$ cat src/rtl/pos_ref_pkg.sv
// constants, modes and setting carriers for position reference conditioning
package pos_ref_pkg;

	// ****************************************
	// timing
	// ****************************************
	localparam int CLK_PERIOD_NS = 10;        // mclk period
	localparam int TICK_TIME_NS  = 100000;    // filter time unit, 0.1 ms
	localparam int TICK_CYCLES   = TICK_TIME_NS / CLK_PERIOD_NS;

	// ****************************************
	// setting limits and factory values
	// ****************************************
	localparam logic [12:0] TC_MAX        = 13'h1900; // 6400 x 0.1 ms
	localparam logic [12:0] TC_RESET      = 13'h0000;
	localparam logic [7:0]  DONE_W_MAX    = 8'hfa;    // 250 reference units
	localparam logic [7:0]  DONE_W_RESET  = 8'h0a;    // 10
	localparam logic [9:0]  JIT_FREQ_MIN  = 10'h00a;  // 1.0 Hz
	localparam logic [9:0]  JIT_FREQ_MAX  = 10'h3e8;  // 100.0 Hz
	localparam logic [9:0]  JIT_FREQ_RESET = 10'h3e8; // 1000 x 0.1 Hz
	localparam logic [7:0]  JIT_DAMP_MAX  = 8'hc8;    // 200
	localparam logic [7:0]  JIT_DAMP_RESET = 8'h19;   // 25

	// ****************************************
	// widths
	// ****************************************
	localparam int ACC_W      = 24;  // filter accumulators and deviation
	localparam int TERM_COUNT = 4;   // output terminals for done routing

	// ****************************************
	// types
	// ****************************************
	typedef enum logic [1:0] {
		MODE_SPEED,
		MODE_POSITION,
		MODE_POS_INHIBIT,
		MODE_TORQUE
	} ctrl_mode_e;

	// position side settings
	typedef struct packed {
		ctrl_mode_e  mode;            // control mode
		logic        second_order;    // 1 = second-order smoothing
		logic [12:0] ref_accel_time_const; // 0.1 ms units
		logic [7:0]  done_width;      // reference units
		logic [1:0]  position_done_output_assign; // terminal index
	} pos_cfg_s;

	// low-frequency jitter suppression settings
	typedef struct packed {
		logic       enable;           // 0 = disabled
		logic [9:0] freq;             // 0.1 Hz units
		logic [7:0] damping;
	} jitter_cfg_s;

endpackage

$ cat src/rtl/position_reference_conditioning.sv
// position reference smoothing, completion output, jitter and inhibit control
`timescale 1ns/100ps
module position_reference_conditioning #(
	parameter int TICK_LEN = pos_ref_pkg::TICK_CYCLES  // cycles per 0.1 ms
) (
	input  wire logic                      mclk,
	input  wire logic                      resetn,
	input  wire pos_ref_pkg::pos_cfg_s     pos_cfg,
	input  wire pos_ref_pkg::jitter_cfg_s  jitter_cfg,
	input  wire logic                      ref_pulse_pin,
	input  wire logic                      ref_dir_pin,
	input  wire logic                      deviation_clear_input,
	input  wire logic                      count_hold_input_n,
	input  wire logic                      fb_step,
	input  wire logic                      fb_dir,
	output logic                           pos_step,
	output logic                           pos_dir,
	output logic signed [23:0]             deviation_monitor,
	output logic                           position_done_out,
	output logic [3:0]                     done_terms,
	output logic                           servo_clamp,
	output logic                           jitter_active,
	output logic [9:0]                     jitter_freq_eff,
	output logic [7:0]                     jitter_damp_eff
);
	import pos_ref_pkg::*;

	// ****************************************
	// helpers
	// ****************************************

	// share of a pending count moved per tick, rounded away from zero
	function automatic logic signed [ACC_W-1:0] share(input logic signed [ACC_W-1:0] p,
			input logic [12:0] tc);
		logic [ACC_W-1:0] mag;
		logic [ACC_W-1:0] q;
		mag = p[ACC_W-1] ? ACC_W'(-p) : ACC_W'(p);
		q   = (mag + ACC_W'(tc)) / (ACC_W'(tc) + ACC_W'(1));
		return p[ACC_W-1] ? -$signed(q) : $signed(q);
	endfunction

	// unit step of a given sign, zero when absent
	function automatic logic signed [ACC_W-1:0] unit(input logic valid, input logic dir);
		return !valid ? '0 : (dir ? ACC_W'(1) : -ACC_W'(1));
	endfunction

	// ****************************************
	// pin synchronisers
	// ****************************************
	logic [1:0] sync_pulse;      // reference pulse pin
	logic [1:0] sync_dir;        // reference direction pin
	logic [1:0] sync_clr;        // deviation clear pin
	logic [1:0] sync_hold;       // count hold pin, active low
	logic       pulse_last;      // previous synchronised pulse level

	// two flops per pin, third flop for the pulse edge
	always_ff @(posedge mclk) begin
		if (!resetn) begin
			sync_pulse <= 2'h0;
			sync_dir   <= 2'h0;
			sync_clr   <= 2'h0;
			sync_hold  <= 2'h3;
			pulse_last <= 1'b0;
		end else begin
			sync_pulse <= {sync_pulse[0], ref_pulse_pin};
			sync_dir   <= {sync_dir[0], ref_dir_pin};
			sync_clr   <= {sync_clr[0], deviation_clear_input};
			sync_hold  <= {sync_hold[0], count_hold_input_n};
			pulse_last <= sync_pulse[1];
		end
	end

	// ****************************************
	// mode decode
	// ****************************************
	logic pos_mode;              // any position control mode
	logic inhibit_on;            // inhibit currently active
	logic clr_on;                // clear held by host
	logic ref_edge;              // rising edge on reference pulse
	logic ref_take;              // reference pulse that is counted

	always_comb begin
		pos_mode   = (pos_cfg.mode == MODE_POSITION) || (pos_cfg.mode == MODE_POS_INHIBIT);
		inhibit_on = (pos_cfg.mode == MODE_POS_INHIBIT) && !sync_hold[1];
		clr_on     = sync_clr[1];
		ref_edge   = sync_pulse[1] && !pulse_last;
		ref_take   = ref_edge && pos_mode && !inhibit_on && !clr_on;
	end

	// ****************************************
	// time base
	// ****************************************
	logic [13:0] tick_cnt;       // counts cycles of one 0.1 ms unit
	logic [13:0] next_tick_cnt;
	logic        tick;           // one-cycle enable every 0.1 ms

	// divider for the filter time unit
	always_comb begin
		tick          = (tick_cnt == 14'(TICK_LEN - 1));
		next_tick_cnt = tick ? 14'h0000 : tick_cnt + 14'h0001;
	end

	// register the divider
	always_ff @(posedge mclk) begin
		if (!resetn) tick_cnt <= 14'h0000;
		else         tick_cnt <= next_tick_cnt;
	end

	// ****************************************
	// smoothing filter and deviation counter
	// ****************************************
	logic signed [ACC_W-1:0] stage1;        // pulses waiting in first stage
	logic signed [ACC_W-1:0] stage2;        // pulses waiting in second stage
	logic signed [ACC_W-1:0] credit;        // pulses ready to emit
	logic signed [ACC_W-1:0] deviation;     // reference minus feedback
	logic [12:0]             tc_act;        // time constant in use
	logic signed [ACC_W-1:0] next_stage1;
	logic signed [ACC_W-1:0] next_stage2;
	logic signed [ACC_W-1:0] next_credit;
	logic signed [ACC_W-1:0] next_deviation;
	logic [12:0]             next_tc_act;
	logic                    next_pos_step;
	logic                    next_pos_dir;
	logic [12:0]             tc_req;        // requested constant, clamped

	// pulse flow: input -> stage1 -> stage2 (second order only) -> credit -> emitted step; input straight to credit when the constant is zero
	always_comb begin
		logic signed [ACC_W-1:0] d1;
		logic signed [ACC_W-1:0] d2;
		logic signed [ACC_W-1:0] emit;
		d1             = '0;
		d2             = '0;
		emit           = '0;
		next_stage1    = stage1;
		next_stage2    = stage2;
		next_credit    = credit;
		next_tc_act    = tc_act;
		next_pos_step  = 1'b0;
		next_pos_dir   = pos_dir;
		tc_req = (pos_cfg.ref_accel_time_const > TC_MAX) ? TC_MAX
			: pos_cfg.ref_accel_time_const;
		// one emitted step per cycle while credit remains
		if (credit != '0) begin
			next_pos_step = 1'b1;
			next_pos_dir  = !credit[ACC_W-1];
			emit          = unit(1'b1, !credit[ACC_W-1]);
		end
		next_credit = credit - emit;
		if (tc_act == 13'h0000) begin
			// no smoothing delay
			next_credit = next_credit + stage1 + stage2 + unit(ref_take, sync_dir[1]);
			next_stage1 = '0;
			next_stage2 = '0;
		end else begin
			next_stage1 = stage1 + unit(ref_take, sync_dir[1]);
			if (tick) begin
				d1          = share(stage1, tc_act);
				next_stage1 = next_stage1 - d1;
				if (pos_cfg.second_order) begin
					// cascade gives the s-shaped profile
					d2          = share(stage2, tc_act);
					next_stage2 = stage2 + d1 - d2;
					next_credit = next_credit + d2;
				end else begin
					// single stage, leftover second stage drains straight out
					next_stage2 = '0;
					next_credit = next_credit + d1 + stage2;
				end
			end
		end
		// deviation follows emitted reference against feedback
		next_deviation = deviation + emit - unit(fb_step, fb_dir);
		// new constant only when idle and settled
		if (!ref_edge && deviation == '0 && stage1 == '0 && stage2 == '0 && credit == '0)
			next_tc_act = tc_req;
		// host clear drops all pending movement
		if (clr_on) begin
			next_stage1    = '0;
			next_stage2    = '0;
			next_credit    = '0;
			next_deviation = '0;
			next_pos_step  = 1'b0;
		end
	end

	// register the filter state
	always_ff @(posedge mclk) begin
		if (!resetn) begin
			stage1    <= '0;
			stage2    <= '0;
			credit    <= '0;
			deviation <= '0;
			tc_act    <= TC_RESET;
			pos_step  <= 1'b0;
			pos_dir   <= 1'b0;
		end else begin
			stage1    <= next_stage1;
			stage2    <= next_stage2;
			credit    <= next_credit;
			deviation <= next_deviation;
			tc_act    <= next_tc_act;
			pos_step  <= next_pos_step;
			pos_dir   <= next_pos_dir;
		end
	end

	// ****************************************
	// positioning complete and routing
	// ****************************************
	logic       next_done_n;     // active-low completion
	logic [3:0] next_terms;      // terminal levels
	logic [7:0] width_eff;       // clamped width
	logic       next_clamp;      // servo lock request

	// completion compare and terminal routing
	always_comb begin
		logic [ACC_W-1:0] mag;
		mag         = deviation[ACC_W-1] ? ACC_W'(-deviation) : ACC_W'(deviation);
		width_eff   = (pos_cfg.done_width > DONE_W_MAX) ? DONE_W_MAX : pos_cfg.done_width;
		next_done_n = !(pos_mode && mag <= ACC_W'(width_eff));
		next_terms  = '1;
		next_terms[pos_cfg.position_done_output_assign] = next_done_n;
		next_clamp  = inhibit_on;
	end

	// register completion outputs
	always_ff @(posedge mclk) begin
		if (!resetn) begin
			position_done_out <= 1'b1;
			done_terms        <= 4'hf;
			servo_clamp       <= 1'b0;
		end else begin
			position_done_out <= next_done_n;
			done_terms        <= next_terms;
			servo_clamp       <= next_clamp;
		end
	end

	// ****************************************
	// low-frequency jitter suppression settings
	// ****************************************
	logic       next_jit_act;    // suppression enabled and allowed
	logic [9:0] next_jit_freq;   // clamped target frequency
	logic [7:0] next_jit_damp;   // clamped damping

	// clamp settings; frequency range outside 5..50 Hz is not guaranteed
	always_comb begin
		next_jit_act  = jitter_cfg.enable
			&& (pos_mode || pos_cfg.mode == MODE_SPEED);
		next_jit_freq = (jitter_cfg.freq < JIT_FREQ_MIN) ? JIT_FREQ_MIN
			: (jitter_cfg.freq > JIT_FREQ_MAX) ? JIT_FREQ_MAX : jitter_cfg.freq;
		next_jit_damp = (jitter_cfg.damping > JIT_DAMP_MAX) ? JIT_DAMP_MAX
			: jitter_cfg.damping;
	end

	// register jitter outputs
	always_ff @(posedge mclk) begin
		if (!resetn) begin
			jitter_active   <= 1'b0;
			jitter_freq_eff <= JIT_FREQ_RESET;
			jitter_damp_eff <= JIT_DAMP_RESET;
		end else begin
			jitter_active   <= next_jit_act;
			jitter_freq_eff <= next_jit_freq;
			jitter_damp_eff <= next_jit_damp;
		end
	end

	// monitor copy of the deviation
	assign deviation_monitor = deviation;

endmodule // position_reference_conditioning

$ cat config.mk
export PLATFORM = sky130hd
export DESIGN_NAME = position_reference_conditioning
export DESIGN_NICKNAME = d
export VERILOG_FILES = /design/src/rtl/pos_ref_pkg.sv /design/src/rtl/position_reference_conditioning.sv
export SDC_FILE = /design/constraint.sdc
export NUM_CORES = 2
export LEC_CHECK = 0
export BUFFER_PORTS_ARGS = -buffer_cell sky130_fd_sc_hd__buf_4
export CORE_MARGIN = 8
export CORE_UTILIZATION = 45
export CTS_CLUSTER_DIAMETER = 80
export CTS_CLUSTER_SIZE = 12
export DETAILED_ROUTE_END_ITERATION = 10
export GPL_TIMING_DRIVEN = 0
export SYNTH_ARGS = -nofsm -noshare
export SYNTH_HDL_FRONTEND = slang
export SYNTH_SLANG_ARGS = --single-unit
$ cat constraint.sdc
create_clock -name mclk -period 62.5 [get_ports mclk]
set_input_delay 3.125 -clock mclk [delete_from_list [all_inputs] [get_ports mclk]]
set_output_delay 3.125 -clock mclk [all_outputs]
set_load 0.005 [all_outputs]
==> metrics.md <==
| Metric | Value |
|---|---|
| Inst Count DP | `8,049` |
| Layout cells sized above 1 | `0.2516` |
| Tightest Pin Transition | `1.412 ns` |
| Register area share after synthesis | `0.06667` |
| Final core utilization | `0.5896` |
| Post-synth top flop | `dfxtp_1` |
| Most used routing layer | `met2` |
| Worst setup SP type | `flip-flop` |
| Clk root buf | `clkbuf_16` |
| Slowest stage cell on the critical path | `or4_4` |
| Most frequent cells in the layout | `buf_4 (634), ha_1 (625), nor2_1 (550)` |
| Pins Over Slew Limit | `0` |
| # DRC | `0` |
| Avg Inst Size Synth | `7.327 µm²` |
| Final Non-Filler Cells | `8,639` |
| Max-Cap Viols | `0` |
| CTS tree | `done` |
| Max Clock Freq | `16.02 MHz` |
| Hold Vio Cnt, Final | `0` |
| Number of flops mapped to enable cells by yosys | `0` |
| Final setup viols | `0` |
| Synthesized instance count | `6,516` |
| Vias in the first global route | `47,980` |
| Synth Net Count | `7,414` |
| Rows | `119` |
| Layout Nets | `8,130` |
| Die width | `341.7 µm` |
| Skew-Pair Late Insertion Delay | `0.49 ns` |
| RD Place Congestion | `0.9762` |
| Syn Std Cell Area | `0.04774 mm²` |
| Clk sinks | `159` |
| Initial Util | `0.4536` |
| CP Class | `flip-flop to flip-flop` |
| Area Overhead vs Synth | `29.99%` |
| DP HPWL | `142.8 mm` |
| Cell taking the most area after synthesis | `ha_1` |
| Critical path peak fanout | `8` |
| Met1 usage | `0.3582` |
| Most used cell, CP | `o21a_1` |
| DR WL/cell | `21.50 µm` |
| GR Util met2 | `0.4823` |
| Worst-path clk slew | `0.08 ns` |
| Dpl cell area | `0.05126 mm²` |
| Total wire length | `185.7 mm` |
| Hold Worst Slack | `0.4239 ns` |
| DR iter-0 viols | `3,739` |
| Min Tclk post-route | `62.41 ns` |
| Fill cells | `9,618` |
| Fin Clk Skew | `0.01532 ns` |
| Grt ovf | `0` |
| Gr usage total | `0.2848` |
| Core Area | `0.1053 mm²` |
| CP Capture Type | `flip-flop` |
| Drt first pass iters | `6` |
| Seq cells post-synth | `159` |
| RSZ-0062 raised after global routing | `true` |
| CTS Buf Count | `17` |
| Port buffer count | `103` |
| Req. time, crit path | `62.89 ns` |
| Crit share post-route | `0.9986` |
| Largest net degree at the start of global routing | `47` |
| Max incr delay on CP | `0.60 ns` |
| Synth area leaders | `ha_1 (19%), xnor2_1 (6.8%), dfxtp_1 (6.7%)` |
| Status | `finished, final reports clean` |
| Antenna viol nets, final | `0` |
| Vias | `52,993` |
| First-pass GRT wire length | `268.8 mm` |
| Async S/R FF share, synth | `0` |
| Worst relative slew slack | `0.03162` |
| # IOs | `104` |
| H-tree levels | `4` |
| Synth warnings | `0` |
| Initial antenna violation count | `3` |
| Max clock buf depth | `2` |
| Die area | `0.1168 mm²` |
| Drt via density | `6.134` |
| GR Util met3 | `0.04608` |
| Worst path arrival time | `62.81 ns` |
| Hold buffer count at CTS | `0` |
| Most common cell after layout, fill and taps aside | `buf_4` |
| Share of the synthesized area in the top cell type | `0.1895` |
| Post-route cell area | `0.06206 mm²` |
| Yosys cell types | `124` |
| Worst hold path class | `flip-flop to flip-flop` |
| Die H | `341.7 µm` |
stage by stage:
stage	TNS, ns	setup slack [ns]
floorplan	0	0.001066
global placement	-1059.76	-17.44
detailed placement	-935.68	-15.72
CTS	-85.44	-3.685
global route	-32.52	-2.104
finish	0	0.08802
final cells by class:
cell class	instances	area (µm²)	area share
sequential	159	3213	0.05177
clock buffer	19	442.9	0.007137
inverter	514	1956	0.03151
tap	1391	1740	0.02804
antenna	3	7.507	0.0001210
timing repair buffer	706	6046	0.09742
clock inverter	13	168.9	0.002722
buffer	166	1439	0.02318
multi-input combinational	5668	47050	0.7581
path summary, 6_finish.rpt:
check	from	end	slack (ns)	depth (start not counted)
worst min register to register	sync_hold[0]	sync_hold[1]	0.42	1
worst min-delay path	sync_hold[0]	sync_hold[1]	0.42	1
worst max-delay path	stage2[3]	credit[23]	0.09	337
worst max register to register	stage2[3]	credit[23]	0.09	337
logic make-up (layout without fill, tap and decap cells):
group / Yosys count / count (layout) / share of synthesized area
multiplexers: 156 / 156 / 0.03606
flip-flops: 159 / 159 / 0.06667
AO/OA/AOI/OAI: 1979 / 1979 / 0.2806
AND/OR/NAND/NOR: 2193 / 2193 / 0.2293
buffers and inverters: 689 / 1418 / 0.05592
other: 0 / 3 / 0
XOR/XNOR: 494 / 494 / 0.09062
adder cells (fa/ha/maj): 846 / 846 / 0.2408
state kept, by name, indices dropped and copies added, names as in the netlist, 4 cells and up:
signal	count
jitter_freq_eff	10
jitter_damp_eff	8
credit	24
tc_act	13
stage2	24
tick_cnt	14
done_terms	4
deviation_monitor	24
stage1	24
synth_stat cells (60+ instances only):
cell type and n:
fa_1 122, and2_1 74, nor2b_1 60, nand3_1 138
o21ai_0 344, o21bai_1 80, nand2_1 511, a21o_1 161
a21oi_1 475, dfxtp_1 159, mux2_2 112, nor2_1 608
xnor2_1 368, inv_1 510, o31ai_1 116, o21a_1 241
nor3_1 255, nand2b_1 92, or3_1 73, ha_1 723
nand4_1 79, xor2_1 126, clkbuf_1 115
worst max-delay path, delay by kind of cell, from the launching register on:
kind            cells  cell delay (ns)
compound gates    193            35.94
fa+ha+maj          27             7.45
mux                 6             1.80
buf+inv            31             4.27
simple gates       75            11.34
flops               1             0.39
xor+xnor            5             0.96
per-layer routing:
| layer | wire [µm] | share of wire |
|---|---|---|
| met5 | 13 | 0.000070 |
| met4 | 9397 | 0.051 |
| met3 | 13210 | 0.071 |
| met2 | 86270 | 0.46 |
| met1 | 76830 | 0.41 |
timing repair:
item | CTS | global route
buffers inserted | 118 | 428
pin swaps | 111 | 575
endpoints found under the hold margin | 0 | 0
cloned | 2 | 16
resized for setup | 515 | 843
endpoints found under the setup margin | 72 | 72
Power is left out: the tool's default activity adds up to more than one toggle a clock period on the data nets, which glitch-free logic cannot reach.
